`src/logic/ttc_pkg.sv`:
```
package ttc_pkg;

  // Register indices on the plain register port.
  localparam logic [3:0] TTC_OFS_GATE_CTRL = 4'h0;
  localparam logic [3:0] TTC_OFS_AUTO_CFG = 4'h1;
  localparam logic [3:0] TTC_OFS_LOAD_REQ = 4'h2;
  localparam logic [3:0] TTC_OFS_STATUS = 4'h3;
  localparam logic [3:0] TTC_OFS_EVENTS = 4'h4;
  localparam logic [3:0] TTC_OFS_OP_POINT = 4'h5;
  localparam logic [3:0] TTC_OFS_IDENT = 4'h6;

  // Clock-gating control field layout.
  localparam int TTC_GATE_ONDEMAND_BIT = 4;
  localparam int TTC_GATE_DUTY_LSB = 1;
  localparam int TTC_GATE_DUTY_W = 3;
  localparam logic [4:0] TTC_GATE_CTRL_RST = 5'h00;

  // Automatic configuration field layout.
  localparam int TTC_AUTO_EN_BIT = 0;
  localparam int TTC_AUTO_OPPT_BIT = 1;
  localparam int TTC_AUTO_INT_ASSERT_BIT = 2;
  localparam int TTC_AUTO_INT_DEASSERT_BIT = 3;
  localparam int TTC_AUTO_THERM_PT_LSB = 8;
  localparam logic [15:0] TTC_AUTO_CFG_RST = 16'h0001;

  localparam int TTC_OPPT_W = 8;
  localparam logic [7:0] TTC_OPPT_RST = 8'hFF;
  localparam logic [7:0] TTC_THERM_PT_RST = 8'h40;

  // Temperature thresholds in degrees C (8-bit sensed code).
  localparam logic [7:0] TTC_TRIP_TEMP = 8'h64;
  localparam logic [7:0] TTC_HYST = 8'h02;
  localparam logic [7:0] TTC_CAT_TEMP = 8'h7D;

  // Clock-gating slot length: base cycles at the lowest ratio, shrinking with ratio.
  localparam logic [15:0] TTC_GATE_BASE = 16'h0800;
  // Identification value is arbitrary.
  localparam logic [15:0] TTC_IDENT_RST = 16'h5A5A;

  typedef struct packed {
    logic [3:0] addr;
    logic [31:0] wdata;
    logic wr;
    logic rd;
  } ttc_bus_req_t;

  typedef enum {
    TTC_IDLE,
    TTC_GATE_AUTO,
    TTC_OPPT_AUTO,
    TTC_GATE_DEMAND,
    TTC_SHUTDOWN
  } ttc_state_t;

endpackage : ttc_pkg

```
`src/logic/ttc_gate_mod.sv`:
```
// Generates the core clock enable for clock gating: one period of 8 slots,
// with duty_in slots on, the period length scaled by the core ratio.
module ttc_gate_mod
  import ttc_pkg::*;
(
  input wire logic mclk_in,
  input wire logic rst_n_in,
  input wire logic run_in,
  input wire logic [2:0] duty_in,
  input wire logic [7:0] ratio_in,
  output logic clk_on_out
);

  logic [15:0] slot_len;
  logic [15:0] cnt_reg;
  logic [2:0] slot_reg;
  logic on_reg;

  always_comb begin
    slot_len = (TTC_GATE_BASE / {8'h00, (ratio_in == 8'h00) ? 8'h01 : ratio_in});
    if (slot_len == 16'h0000) begin
      slot_len = 16'h0001;
    end
  end

  always_ff @(posedge mclk_in or negedge rst_n_in) begin
    if (!rst_n_in) begin
      cnt_reg <= 16'h0000;
      slot_reg <= 3'h0;
    end else if (!run_in) begin
      cnt_reg <= 16'h0000;
      slot_reg <= 3'h0;
    end else if (cnt_reg >= slot_len - 16'h0001) begin
      cnt_reg <= 16'h0000;
      slot_reg <= slot_reg + 3'h1;
    end else begin
      cnt_reg <= cnt_reg + 16'h0001;
    end
  end

  always_ff @(posedge mclk_in or negedge rst_n_in) begin
    if (!rst_n_in) begin
      on_reg <= 1'b1;
    end else begin
      on_reg <= !run_in || (slot_reg < duty_in);
    end
  end

  assign clk_on_out = on_reg;

endmodule : ttc_gate_mod

```
`src/logic/ttc_throttle_top.sv`:
```
// Functional notes
// - Automatic mode overrides on-demand when both active.
// - Automatic engages only at trip temperature.
// - Software picks clock gating or operating-point variant.
// - Hot with operating-point variant lowers operating point.
// - Cooling restores last requested operating point.
// - Higher load request held pending during thermal event.
// - Lower load request applied immediately during thermal.
// - Automatic clock gating uses fixed 50% duty.
// - Gating period shrinks as core frequency rises.
// - Cooling stops gating and clears throttle active.
// - Trip comparison uses hysteresis.
// - On-demand bit engages gating regardless of temperature unless automatic mode is engaged.
// - Three-bit field sets on-demand on-time eighths.
// - Hot indicator asserted low above trip point.
// - Snooping and interrupt latching continue while throttled.
// - Optional interrupt on hot assert and deassert.
// - No new hot assertion in clock-stopped states.
// - Hot held through clock-stopped state until exit and cool.
// - Catastrophic trip near 125 C shuts down always.
// - Catastrophic trip independent of activity, no bus cycles.
module ttc_throttle_top
  import ttc_pkg::*;
(
  input wire logic mclk_in,
  input wire logic rst_n_in,
  input wire logic [3:0] reg_addr_in,
  input wire logic [31:0] reg_wdata_in,
  input wire logic reg_wr_in,
  input wire logic reg_rd_in,
  output logic [31:0] reg_rdata_out,
  input wire logic [7:0] die_temp_in,
  input wire logic clk_stopped_in,
  input wire logic [7:0] core_ratio_in,
  output logic [7:0] op_point_out,
  output logic core_clk_en_out,
  output logic throttle_active_out,
  output logic therm_irq_out,
  output logic die_hot_indicator_n_out,
  output logic catastrophic_trip_n_out
);

  ////////////////////////////////////////////////////////////////////////////
  ttc_bus_req_t bus;
  logic [4:0] gate_ctrl_reg;
  logic [15:0] auto_cfg_reg;
  logic [7:0] load_req_reg;
  logic load_pend_reg;
  logic [7:0] op_point_reg;
  logic [7:0] op_point_next;
  logic [1:0] events_reg;
  logic [31:0] rdata_reg;
  logic hot_reg;
  logic cat_reg;
  logic shown_hot_reg;
  logic shown_hot_prev_reg;
  logic [7:0] temp_s1_reg;
  logic [7:0] temp_s2_reg;
  logic [7:0] temp_s3_reg;
  logic [7:0] temp_ok_reg;
  logic stop_s1_reg;
  logic stop_s2_reg;
  logic stop_s3_reg;
  logic stop_ok_reg;
  ttc_state_t state_reg;
  ttc_state_t state_next;
  logic gate_run;
  logic [2:0] gate_duty;
  logic gate_on;
  logic auto_en;
  logic auto_oppt;
  logic [7:0] therm_pt;
  logic ondemand;
  logic [2:0] demand_duty;
  logic ev_assert;
  logic ev_deassert;
  logic ev_clr_wr;
  logic [1:0] ev_edge;
  logic [1:0] ev_en;
  logic [1:0] events_next;

  assign bus = '{addr: reg_addr_in, wdata: reg_wdata_in, wr: reg_wr_in, rd: reg_rd_in};

  function automatic logic hit(input ttc_bus_req_t b, input logic [3:0] ofs);
    hit = (b.addr == ofs);
  endfunction : hit

  // Shutdown is not counted as throttling, so the output and the status agree.
  function automatic logic throttling(input ttc_state_t s);
    throttling = (s != TTC_IDLE) && (s != TTC_SHUTDOWN);
  endfunction : throttling

  assign auto_en = auto_cfg_reg[TTC_AUTO_EN_BIT];
  assign auto_oppt = auto_cfg_reg[TTC_AUTO_OPPT_BIT];
  assign therm_pt = auto_cfg_reg[TTC_AUTO_THERM_PT_LSB +: TTC_OPPT_W];
  assign ondemand = gate_ctrl_reg[TTC_GATE_ONDEMAND_BIT];
  assign demand_duty = gate_ctrl_reg[TTC_GATE_DUTY_LSB +: TTC_GATE_DUTY_W];

  ////////////////////////////////////////////////////////////////////////////
  // Pin-side inputs pass three flops; a change counts once stages 2 and 3 agree.
  // The temperature word is taken whole, so a code caught mid-change never counts.
  always_ff @(posedge mclk_in or negedge rst_n_in) begin
    if (!rst_n_in) begin
      temp_s1_reg <= 8'h00;
      temp_s2_reg <= 8'h00;
      temp_s3_reg <= 8'h00;
      temp_ok_reg <= 8'h00;
    end else begin
      temp_s1_reg <= die_temp_in;
      temp_s2_reg <= temp_s1_reg;
      temp_s3_reg <= temp_s2_reg;
      if (temp_s2_reg == temp_s3_reg) begin
        temp_ok_reg <= temp_s3_reg;
      end
    end
  end

  always_ff @(posedge mclk_in or negedge rst_n_in) begin
    if (!rst_n_in) begin
      stop_s1_reg <= 1'b0;
      stop_s2_reg <= 1'b0;
      stop_s3_reg <= 1'b0;
      stop_ok_reg <= 1'b0;
    end else begin
      stop_s1_reg <= clk_stopped_in;
      stop_s2_reg <= stop_s1_reg;
      stop_s3_reg <= stop_s2_reg;
      if (stop_s2_reg == stop_s3_reg) begin
        stop_ok_reg <= stop_s3_reg;
      end
    end
  end

  ////////////////////////////////////////////////////////////////////////////
  // Trip detection with hysteresis and catastrophic latch.
  // Between the two thresholds the last decision stands, so a hovering reading cannot toggle it.
  always_ff @(posedge mclk_in or negedge rst_n_in) begin
    if (!rst_n_in) begin
      hot_reg <= 1'b0;
    end else if (temp_ok_reg >= TTC_TRIP_TEMP) begin
      hot_reg <= 1'b1;
    end else if (temp_ok_reg < TTC_TRIP_TEMP - TTC_HYST) begin
      hot_reg <= 1'b0;
    end
  end

  // Latches until reset; no register or bus access takes part.
  always_ff @(posedge mclk_in or negedge rst_n_in) begin
    if (!rst_n_in) begin
      cat_reg <= 1'b0;
    end else if (temp_ok_reg >= TTC_CAT_TEMP) begin
      cat_reg <= 1'b1;
    end
  end

  // Hot indicator: no new assertion while clocks stopped, held if already on.
  always_ff @(posedge mclk_in or negedge rst_n_in) begin
    if (!rst_n_in) begin
      shown_hot_reg <= 1'b0;
      shown_hot_prev_reg <= 1'b0;
    end else begin
      shown_hot_prev_reg <= shown_hot_reg;
      if (stop_ok_reg) begin
        shown_hot_reg <= shown_hot_reg;
      end else begin
        shown_hot_reg <= hot_reg;
      end
    end
  end

  assign ev_assert = shown_hot_reg && !shown_hot_prev_reg;
  assign ev_deassert = !shown_hot_reg && shown_hot_prev_reg;

  ////////////////////////////////////////////////////////////////////////////
  // Throttle state selection.
  // A catastrophic trip outranks automatic mode, which outranks on-demand gating.
  always_comb begin
    state_next = TTC_IDLE;
    if (cat_reg) begin
      state_next = TTC_SHUTDOWN;
    end else if (auto_en && hot_reg) begin
      state_next = auto_oppt ? TTC_OPPT_AUTO : TTC_GATE_AUTO;
    end else if (ondemand && demand_duty != 3'h0) begin
      state_next = TTC_GATE_DEMAND;
    end
  end

  always_ff @(posedge mclk_in or negedge rst_n_in) begin
    if (!rst_n_in) begin
      state_reg <= TTC_IDLE;
    end else begin
      state_reg <= state_next;
    end
  end

  always_comb begin
    gate_run = 1'b0;
    gate_duty = 3'h4;
    case (state_reg)
      TTC_GATE_AUTO: begin
        gate_run = 1'b1;
        gate_duty = 3'h4;
      end
      TTC_GATE_DEMAND: begin
        gate_run = 1'b1;
        gate_duty = demand_duty;
      end
      default: begin
        gate_run = 1'b0;
        gate_duty = 3'h4;
      end
    endcase
  end

  // Period length follows the core ratio.
  ttc_gate_mod u_gate (
    .mclk_in(mclk_in),
    .rst_n_in(rst_n_in),
    .run_in(gate_run),
    .duty_in(gate_duty),
    .ratio_in(core_ratio_in),
    .clk_on_out(gate_on)
  );

  ////////////////////////////////////////////////////////////////////////////
  // Operating-point arbitration between thermal and load requests.
  // While hot the lower of the two targets wins; a higher request waits for cooling.
  always_comb begin
    op_point_next = op_point_reg;
    if (state_reg == TTC_OPPT_AUTO) begin
      if (load_pend_reg && load_req_reg < therm_pt) begin
        op_point_next = load_req_reg;
      end else if (load_req_reg < therm_pt) begin
        op_point_next = load_req_reg;
      end else begin
        op_point_next = therm_pt;
      end
    end else begin
      op_point_next = load_req_reg;
    end
  end

  always_ff @(posedge mclk_in or negedge rst_n_in) begin
    if (!rst_n_in) begin
      op_point_reg <= TTC_OPPT_RST;
    end else begin
      op_point_reg <= op_point_next;
    end
  end

  // Pending flag marks a load request deferred behind the thermal target.
  always_ff @(posedge mclk_in or negedge rst_n_in) begin
    if (!rst_n_in) begin
      load_pend_reg <= 1'b0;
    end else if (bus.wr && hit(bus, TTC_OFS_LOAD_REQ)) begin
      load_pend_reg <= (state_reg == TTC_OPPT_AUTO) && (bus.wdata[7:0] >= therm_pt);
    end else if (state_reg != TTC_OPPT_AUTO) begin
      load_pend_reg <= 1'b0;
    end
  end

  ////////////////////////////////////////////////////////////////////////////
  // Register writes; bit 0 of the gating control has no function and reads zero.
  always_ff @(posedge mclk_in or negedge rst_n_in) begin
    if (!rst_n_in) begin
      gate_ctrl_reg <= TTC_GATE_CTRL_RST;
    end else if (bus.wr && hit(bus, TTC_OFS_GATE_CTRL)) begin
      gate_ctrl_reg <= {bus.wdata[4:1], 1'b0};
    end
  end

  always_ff @(posedge mclk_in or negedge rst_n_in) begin
    if (!rst_n_in) begin
      auto_cfg_reg <= TTC_AUTO_CFG_RST;
    end else if (bus.wr && hit(bus, TTC_OFS_AUTO_CFG)) begin
      auto_cfg_reg <= {bus.wdata[15:8], 4'h0, bus.wdata[3:0]};
    end
  end

  always_ff @(posedge mclk_in or negedge rst_n_in) begin
    if (!rst_n_in) begin
      load_req_reg <= TTC_OPPT_RST;
    end else if (bus.wr && hit(bus, TTC_OFS_LOAD_REQ)) begin
      load_req_reg <= bus.wdata[7:0];
    end
  end

  // Sticky hot-edge events, write one to clear; a new edge wins over the clear.
  assign ev_clr_wr = bus.wr && hit(bus, TTC_OFS_EVENTS);
  assign ev_edge = {ev_deassert, ev_assert};
  assign ev_en = {auto_cfg_reg[TTC_AUTO_INT_DEASSERT_BIT], auto_cfg_reg[TTC_AUTO_INT_ASSERT_BIT]};

  for (genvar i = 0; i < 2; i++) begin : g_event
    assign events_next[i] = (events_reg[i] && !(ev_clr_wr && bus.wdata[i])) || (ev_edge[i] && ev_en[i]);
  end

  always_ff @(posedge mclk_in or negedge rst_n_in) begin
    if (!rst_n_in) begin
      events_reg <= 2'b00;
    end else begin
      events_reg <= events_next;
    end
  end

  // Read data stand in the cycle after the read strobe only.
  always_ff @(posedge mclk_in or negedge rst_n_in) begin
    if (!rst_n_in) begin
      rdata_reg <= 32'h0000_0000;
    end else if (bus.rd) begin
      case (bus.addr)
        TTC_OFS_GATE_CTRL: rdata_reg <= {27'h000_0000, gate_ctrl_reg};
        TTC_OFS_AUTO_CFG: rdata_reg <= {16'h0000, auto_cfg_reg};
        TTC_OFS_LOAD_REQ: rdata_reg <= {24'h00_0000, load_req_reg};
        TTC_OFS_STATUS: rdata_reg <= {27'h000_0000, load_pend_reg, cat_reg, shown_hot_reg, hot_reg,
                                      throttling(state_reg)};
        TTC_OFS_EVENTS: rdata_reg <= {30'h0000_0000, events_reg};
        TTC_OFS_OP_POINT: rdata_reg <= {24'h00_0000, op_point_reg};
        TTC_OFS_IDENT: rdata_reg <= {16'h0000, TTC_IDENT_RST}; // Arbitrary value.
        default: rdata_reg <= 32'h0000_0000;
      endcase
    end else begin
      rdata_reg <= 32'h0000_0000;
    end
  end

  ////////////////////////////////////////////////////////////////////////////
  // Gating only stops core clocks; snoop and interrupt latch logic stay clocked.
  assign core_clk_en_out = gate_on && !cat_reg;
  assign throttle_active_out = throttling(state_reg);
  assign therm_irq_out = |events_reg;
  assign die_hot_indicator_n_out = !shown_hot_reg;
  assign catastrophic_trip_n_out = !cat_reg;
  assign op_point_out = op_point_reg;
  assign reg_rdata_out = rdata_reg;

endmodule : ttc_throttle_top

```
`config.mk`:
```
export PLATFORM = sky130hd
export DESIGN_NAME = ttc_throttle_top
export DESIGN_NICKNAME = d
export VERILOG_FILES = /design/src/logic/ttc_pkg.sv /design/src/logic/ttc_gate_mod.sv /design/src/logic/ttc_throttle_top.sv
export SDC_FILE = /design/constraint.sdc
export NUM_CORES = 1
export LEC_CHECK = 0
export ABC_AREA = 1
export BUFFER_PORTS_ARGS = -buffer_cell sky130_fd_sc_hd__buf_4
export CORE_AREA = 4 4 145 147
export CTS_CLUSTER_DIAMETER = 200
export DETAILED_ROUTE_END_ITERATION = 10
export DIE_AREA = 0 0 149 151
export PLACE_DENSITY = 0.74
export REMOVE_ABC_BUFFERS = 1
export SYNTH_ARGS = -nofsm -noshare
export SYNTH_HDL_FRONTEND = slang
export SYNTH_SLANG_ARGS = --single-unit
```
`constraint.sdc`:
```
create_clock -name mclk_in -period 2.3 [get_ports mclk_in]
set_input_delay 0.46 -clock mclk_in [delete_from_list [all_inputs] [get_ports mclk_in]]
set_output_delay 0.46 -clock mclk_in [all_outputs]
set_load 0.01 [all_outputs]
```
==> results of run 1 <==
## metrics by stage
step	hold WS [ns]	utilization [%]
CTS	0.0262	84.3
floorplan	0.164	-
global placement	0.332	70.7
detailed placement	0.335	70.7
## per-layer routing
layer  GRT overflow  GRT usage, %
met1             10          79.1
met2            100          94.5
met3             11          75.2
met4             72          86.8
met5              4          54.8
## logic make-up after synthesis
group                      count (synthesis)
buffers and inverters                    256
DFF                                      114
and+or+nand+nor                          650
xor gates and xnor gates                  69
muxes                                      7
AOI/OAI and AO/OA                        279
adders and majority gates                120
other                                      1
## cells in the mapped netlist (6+ instances only)
cell and n:
nand4_1 32, ha_1 119, clkbuf_1 9, o21bai_1 15, nand2_1 315, dfstp_2 18, dfrtp_1 96, or2_2 6
o21ai_1 12, o211ai_1 6, o31ai_1 7, mux2_2 6, buf_4 17, o21ai_0 96, xnor2_1 19, buf_2 7
o21a_1 7, a21oi_1 102, nand2_2 11, nand3_1 85, nor3_1 27, xor2_1 50, inv_2 17, nand2_4 7
nand3_2 18, nor2_1 120, nor4_1 6, inv_1 195
## what timing repair did
item / in CTS
resized for setup: 180
setup buffers: 197
pin swaps: 98
setup endpoints to repair: 19
cloned: 1
endpoints found under the hold margin: 0
==> results.py, run 1 <==
metrics = {
    "outcome": {
        "status": "stopped before the end",
        "haltStage": "global routing (5_1_grt)",
        "stop_error": "[ERROR GRT-0232] Routing congestion too high. Check the congestion heatmap in the GUI.",
    },
    "synthesis": {
        "yosysSeqAreaShare_pct": 26.7,
        "yosys.area.top_type": "dfrtp_1",
        "synth_top_family_by_area": "simple AND/OR/NAND/NOR gates",
        "synth_xor_area_share_pct": 5.62,
        "ys_top_cells_by_area": "dfrtp_1 (22%), ha_1 (14%), nand2_1 (11%), inv_1 (6.8%), a21oi_1 (4.7%)",
        "postSynthCellCount": 1496,
        "synthAdderAreaFrac_pct": 13.9,
        "synthSimpleGateAreaFrac_pct": 28.0,
        "ys.flop_type": "dfrtp_1",
        "synth_top_cell_area_share_pct": 22.3,
        "synth-seq-cells": 114,
        "synth_cell_types": 58,
        "synth_compound_area_share_pct": 15.1,
        "avgSynthCellArea_um2": 7.19,
        "async_flop_share_pct": 100,
        "synth-edff-count": 0,
        "netlist_area_um2": 10800,
        "ys_warn_count": 0,
        "synth_mux_area_share_pct": 0.721,
    },
    "timing": {
        "worstEndpointType": "register input",
        "repair-timing-grt-worst-ep": "u_gate.slot_reg[2]$_DFFE_PN0P_/D",
    },
    "floorplan": {
        "dieHeight_um": 151,
        "rows": 52,
        "start_util_pct": 54.1,
        "die_w_um": 149,
        "io-pin-count": 102,
    },
    "placement": {
        "placed_area_um2": 14100,
        "io_buffers": 69,
        "preCtsSetupSlack_ns": -22.16,
        "gp_congestion": 0.946,
        "place_hpwl_mm": 24.2,
        "dp_cells": 2160,
    },
    "clock_tree": {
        "htree_levels": 4,
        "cts_buffers": 17,
        "clockBufferDepth": 2,
        "clock-root-buffer": "clkbuf_16",
        "cts_sinks": 114,
        "postCtsHoldBufs": 0,
    },
    "global_route": {
        "overflow": 197,
        "track_usage_pct": 83.0,
        "grt_max_degree": 52,
    },
}
==> inputs of run 2 (changes only) <==
Settings changed: CORE_AREA 4 4 145 147 to 4 4 170 172, CTS_CLUSTER_DIAMETER 200 to default, DIE_AREA 0 0 149 151 to 0 0 174 176, PLACE_DENSITY 0.74 to default, PLACE_DENSITY_LB_ADDON from default to 0.15.
==> results.py, run 2 <==
metrics = {
    "timing": {
        "setup_violations": 19,
        "slew_headroom_pct": 59.3,
        "rsz0062_at_grt": "true",
        "setup_slack_ns": -20.71,
        "worst_pin_slew_ns": 0.611,
        "min_period_ns": 23.01,
        "period_share_pct": 1000,
        "slew_viol_final": 0,
        "finalHoldViolCount": 0,
        "skew_ns": 0.00937,
        "fmaxAchievable_mhz": 43.5,
        "fin_tns_setup_ns": -392.13,
    },
    "outcome": {
        "status": "finished with violations",
        "violations": "setup timing",
    },
    "synthesis": {
        "ys_warn_count": 0,
        "async_flop_share_pct": 100,
        "synth_cell_types": 58,
        "ys.flop_type": "dfrtp_1",
        "postSynthCellCount": 1496,
        "synth_top_cell_area_share_pct": 22.3,
        "synth-edff-count": 0,
        "netlist_area_um2": 10800,
        "netlist_top_cells_count": "nand2_1 (315), inv_1 (195), nor2_1 (120), ha_1 (119), a21oi_1 (102)",
        "yosysSeqAreaShare_pct": 26.7,
        "synth_most_common_cell": "nand2_1",
        "avgSynthCellArea_um2": 7.19,
        "ys_top_cells_by_area": "dfrtp_1 (22%), ha_1 (14%), nand2_1 (11%), inv_1 (6.8%), a21oi_1 (4.7%)",
        "yosys.area.top_type": "dfrtp_1",
        "synth-seq-cells": 114,
    },
    "critical_path": {
        "worst-setup-path-type": "primary input to flip-flop",
        "cp.arrival_ns": 23.33,
        "cp-start-kind": "primary input",
        "end_kind": "flip-flop",
        "slowest_stage": "ha_1",
        "critPathMaxFanout": 7,
        "cp.required_ns": 2.62,
        "max_stage_delay_ns": 0.34,
    },
    "drt": {
        "final_antenna_net_count": 0,
        "vias_per_cell": 4.97,
        "routedWlPerCell_um": 14.6,
        "route.detailed.drc": 0,
        "wirelength_mm": 36.0,
        "drt_iter0_drc": 602,
        "vias": 12300,
        "firstDrtPassIters": 5,
    },
    "placement": {
        "place_hpwl_mm": 24.3,
        "placed_area_um2": 14300,
        "io_buffers": 69,
        "gp_congestion": 0.905,
        "dp_cells": 2255,
    },
    "clock_tree": {
        "cts_buffers": 17,
        "clockBufferDepth": 2,
        "htree_levels": 4,
        "path_clk_slew_ns": 0.06,
        "cts_sinks": 114,
        "cts_tree": "done",
        "postCtsHoldBufs": 0,
        "clock-root-buffer": "clkbuf_16",
        "clk_latency_ns": 0.41,
    },
    "final_layout": {
        "area_growth_pct": 62.5,
        "final_common_cell": "buf_4",
        "nNetsFinal": 2291,
        "drive_gt1_share_pct": 44.6,
        "fillers": 2310,
        "final_util_pct": 63.6,
        "final_cell_mix": "buf_4 (605), nand2_1 (279), inv_1 (178)",
        "antennaDiodeCount": 0,
        "finalInstanceArea_um2": 17500,
        "final_cell_count_no_fill": 2473,
    },
    "floorplan": {
        "core_area_um2": 27500,
        "start_util_pct": 39.2,
        "fp.dieArea_um2": 30600,
        "dieHeight_um": 176,
        "die_w_um": 174,
        "rows": 61,
        "io-pin-count": 102,
    },
    "global_route": {
        "track_usage_pct": 22.1,
        "grt_max_degree": 115,
        "overflow": 0,
        "grt_pass1_wl_mm": 56.5,
        "grt_pass1_vias": 12200,
        "antenna_found_initial": 0,
    },
    "worst_hold_path": {
        "hp-class": "primary input to async pin",
    },
    "job": {
        "max-cap-violations": 0,
    },
}
run 2: cells by family after synthesis:
logic type                 count (synthesis)  share of synthesized area (%)
and+or+nand+nor                          650                           28.0
AOI/OAI and AO/OA                        279                           15.1
buffers and inverters                    256                           9.88
adders and majority gates                120                           13.9
DFF                                      114                           26.7
xor gates and xnor gates                  69                           5.62
muxes                                      7                          0.721
other                                      1                         0.0348
run 2: area by class of cell:
type / count / area [um2] / share of cell area, %
flip-flops and latches: 114 / 2880 / 16.4
clock buffers: 18 / 439 / 2.51
inverters: 217 / 860 / 4.92
repair buffers: 623 / 4760 / 27.2
multi-input cells: 1141 / 7920 / 45.3
clock inverters: 13 / 186 / 1.07
well taps: 346 / 433 / 2.48
repair inverters: 1 / 7.51 / 0.0429
run 2: repair_timing:
action                                  CTS  global route
resized for setup                       148           160
gates cloned                              2             0
pin swaps                               104           126
buffers inserted                        153            34
endpoints found under the setup margin   19            19
run 2: per-stage QoR:
step	hold WS, ns	worst slack (ns)
after global placement	0.332	-21.35
after detailed placement	0.337	-22.14
final	0.0862	-20.71
after floorplan	0.164	-23.47
after CTS	0.141	-20.17
after global routing	0.137	-22.42
run 2: critical path, delay by kind of cell:
kind,cells,cell delay [ns]
multiplexers,1,0.14
AO/OA/AOI/OAI,57,7.08
adder cells (fa/ha/maj),16,4.11
AND/OR/NAND/NOR,77,7.36
XOR/XNOR,1,0.21
buffers and inverters,42,3.90
run 2: path summary, 6_finish.rpt:
check                                            start                           end  slack (ns)  depth (start not counted)
setup / recovery                      core_ratio_in[7]   u_gate.cnt_reg[5]$_DFF_PN0_      -20.71                        194
max in group asynchronous                     rst_n_in    temp_ok_reg[3]$_DFFE_PN0N_        1.70                          2
hold reg to reg               temp_s1_reg[4]$_DFF_PN0_      temp_s2_reg[4]$_DFF_PN0_        0.35                          0
min in group mclk_in                    die_temp_in[6]      temp_s1_reg[6]$_DFF_PN0_        0.16                          1
hold / removal                                rst_n_in  auto_cfg_reg[15]$_DFFE_PN0P_        0.09                          2
setup reg to reg           u_gate.cnt_reg[1]$_DFF_PN0_  u_gate.cnt_reg[12]$_DFF_PN0_       -0.07                         17
run 2: routing by layer:
layer | part of all wire, % | up-vias | GRT usage, %
li1 | - | 6183 | -
met5 | 0 | - | 0
met2 | 51 | 263 | 40.0
met1 | 43 | 5760 | 27.1
met4 | 3.2 | 0 | 8.02
met3 | 3.3 | 87 | 2.61
Power of run 2 is left out: the tool's default activity adds up to more than one toggle a clock period on the data nets, which glitch-free logic cannot reach.
==> inputs of run 3 (changes only) <==
Settings changed: CORE_AREA 4 4 170 172 to 4 4 172 174, DIE_AREA 0 0 174 176 to 0 0 176 178, SYNTH_HIERARCHICAL from default to 1.
==> results.py, run 3 <==
metrics = {
    "final_layout": {
        "nNetsFinal": 2357,
        "antennaDiodeCount": 0,
        "final_util_pct": 64.0,
        "area_growth_pct": 60.6,
        "drive_gt1_share_pct": 44.8,
        "final_cell_mix": "buf_4 (600), nand2_1 (336), inv_1 (177)",
        "final_common_cell": "buf_4",
    },
    "timing": {
        "slew_viol_final": 0,
        "rsz0062_at_grt": "true",
        "finalHoldViolCount": 0,
        "setup_slack_ns": -20.77,
        "fmaxAchievable_mhz": 43.4,
        "skew_ns": 0.00599,
        "min_period_ns": 23.07,
        "slew_headroom_pct": 63.5,
        "period_share_pct": 1000,
        "worst_pin_slew_ns": 0.545,
        "setup_violations": 19,
    },
    "synthesis": {
        "avgSynthCellArea_um2": 7.06,
        "yosys.area.top_type": "dfrtp_1",
        "async_flop_share_pct": 100,
        "postSynthCellCount": 1568,
        "ys.flop_type": "dfrtp_1",
        "netlist_top_cells_count": "nand2_1 (370), inv_1 (205), nor2_1 (128), ha_1 (119), nand3_1 (111)",
        "synth_top_cell_area_share_pct": 21.7,
        "synth_cell_types": 59,
        "netlist_area_um2": 11100,
        "synth-edff-count": 0,
        "synth_most_common_cell": "nand2_1",
        "ys_warn_count": 6,
        "yosysSeqAreaShare_pct": 26.0,
        "synth-seq-cells": 114,
        "ys_top_cells_by_area": "dfrtp_1 (22%), ha_1 (13%), nand2_1 (13%), inv_1 (7.0%), nand3_1 (5.0%)",
    },
    "critical_path": {
        "cp_common_cell": "buf_4",
        "cp.required_ns": 2.60,
        "critPathMaxFanout": 7,
        "end_kind": "flip-flop",
        "cp-start-kind": "primary input",
        "max_stage_delay_ns": 0.33,
        "worst-setup-path-type": "primary input to flip-flop",
        "slowest_stage": "a221oi_2",
        "cp.arrival_ns": 23.37,
    },
    "placement": {
        "gp_congestion": 0.866,
        "io_buffers": 69,
        "place_hpwl_mm": 25.6,
    },
    "global_route": {
        "grt_max_degree": 45,
        "overflow": 0,
        "grt_pass1_vias": 12700,
        "antenna_found_initial": 0,
        "track_usage_pct": 22.4,
        "grt_pass1_wl_mm": 58.2,
    },
    "drt": {
        "drt_iter0_drc": 671,
        "wirelength_mm": 36.8,
        "final_antenna_net_count": 0,
        "route.detailed.drc": 0,
        "vias_per_cell": 4.88,
        "firstDrtPassIters": 5,
        "routedWlPerCell_um": 14.3,
        "vias": 12600,
    },
    "clock_tree": {
        "cts_sinks": 114,
        "clockBufferDepth": 2,
        "path_clk_slew_ns": 0.06,
        "htree_levels": 4,
        "cts_tree": "done",
        "clk_latency_ns": 0.41,
        "clock-root-buffer": "clkbuf_16",
        "cts_buffers": 17,
    },
    "outcome": {
        "violations": "setup timing",
        "status": "finished with violations",
    },
    "floorplan": {
        "start_util_pct": 39.8,
        "dieHeight_um": 178,
        "rows": 61,
        "die_w_um": 176,
        "fp.dieArea_um2": 31300,
        "core_area_um2": 27800,
        "io-pin-count": 102,
    },
    "worst_hold_path": {
        "hp-class": "primary input to flip-flop",
    },
    "job": {
        "max-cap-violations": 0,
    },
}
-- run 3: cell types whose count changed in the layout (fill, tap and decap cells not counted), sizes merged, moves of 4 or more --
cell | previous run | this run
nand2 | 333 | 401
nor2 | 127 | 150
nand3 | 107 | 125
nand4 | 32 | 18
inv | 212 | 224
buf | 623 | 617
clkinv | 10 | 4
mux2 | 6 | 0
a21oi | 106 | 101
o21ai | 112 | 107
o21bai | 16 | 21
o21a | 7 | 3
-- run 3: metal layers --
metal,track usage [%],share of wire [%],vias up,routed length (um)
li1,-,-,6354,-
met1,26.8,42,5819,15300
met2,41.6,51,299,18900
met3,2.88,3.9,87,1430
met4,7.41,3.1,0,1130
met5,0,0,-,0
-- run 3: cells by family after synthesis --
logic type / after synthesis / share of synthesized area [%]
AND/OR/NAND/NOR: 745 / 31.2
buffers and inverters: 260 / 10.0
AO/OA/AOI/OAI: 259 / 13.7
adder cells (fa/ha/maj): 120 / 13.5
flip-flops: 114 / 26.0
XOR/XNOR: 68 / 5.38
other: 1 / 0.0339
multiplexers: 1 / 0.0904
-- run 3: stage by stage --
| stage | cell area, um2 | hold WS [ns] | TNS, ns | instances | setup slack [ns] |
|---|---|---|---|---|---|
| after floorplan | 10800 | 0.164 | -445.70 | 1544 | -23.64 |
| after global placement | 14600 | 0.331 | -404.03 | 2359 | -21.35 |
| after detailed placement | 14600 | 0.335 | -419.98 | 2359 | -22.21 |
| after CTS | 16900 | 0.138 | -381.16 | 2543 | -20.14 |
| after global routing | 17800 | 0.134 | -425.86 | 2572 | -22.48 |
| final | 17800 | 0.154 | -392.90 | 2572 | -20.77 |
-- run 3: what timing repair did --
item                                   in CTS  in global routing
pin swaps                                 123                159
gates resized for setup                   168                157
hold buffers                                1                  0
endpoints found under the hold margin      30                  0
buffers inserted                          149                 29
gates cloned                                2                  0
setup endpoints to repair                  19                 19
-- run 3: worst max-delay path: cells and delay by family --
| family | cells | cell delay (ns) |
|---|---|---|
| adder cells (fa/ha/maj) | 16 | 4.10 |
| multiplexers | 1 | 0.15 |
| buffers and inverters | 66 | 6.53 |
| AO/OA/AOI/OAI | 42 | 6.08 |
| XOR/XNOR | 3 | 0.46 |
| AND/OR/NAND/NOR | 61 | 5.57 |
-- run 3: final cells by class --
type,count,area [um2]
Fill cell,2379,10000
Clock inverter,14,155
Multi-Input combinational cell,1209,8250
Sequential cell,114,2880
Clock buffer,18,439
Inverter,221,880
Tap cell,378,473
Timing Repair Buffer,618,4710
-- run 3: path summary, 6_finish.rpt --
path,startpoint,slack (ns),cells after the start,endpoint
worst max-delay path,core_ratio_in[3],-20.77,189,u_gate/slot_reg[2]$_DFFE_PN0P_
worst min-delay path,die_temp_in[7],0.15,1,temp_s1_reg[7]$_DFF_PN0_
worst max register to register,u_gate/cnt_reg[1]$_DFF_PN0_,-0.13,18,u_gate/cnt_reg[15]$_DFF_PN0_
worst min register to register,temp_s1_reg[1]$_DFF_PN0_,0.34,0,temp_s2_reg[1]$_DFF_PN0_
max in group asynchronous,rst_n_in,1.08,3,u_gate/clk_on_out$_DFF_PN1_
min in group asynchronous,rst_n_in,0.51,2,temp_s1_reg[6]$_DFF_PN0_
Power of run 3 is left out for the same reason.
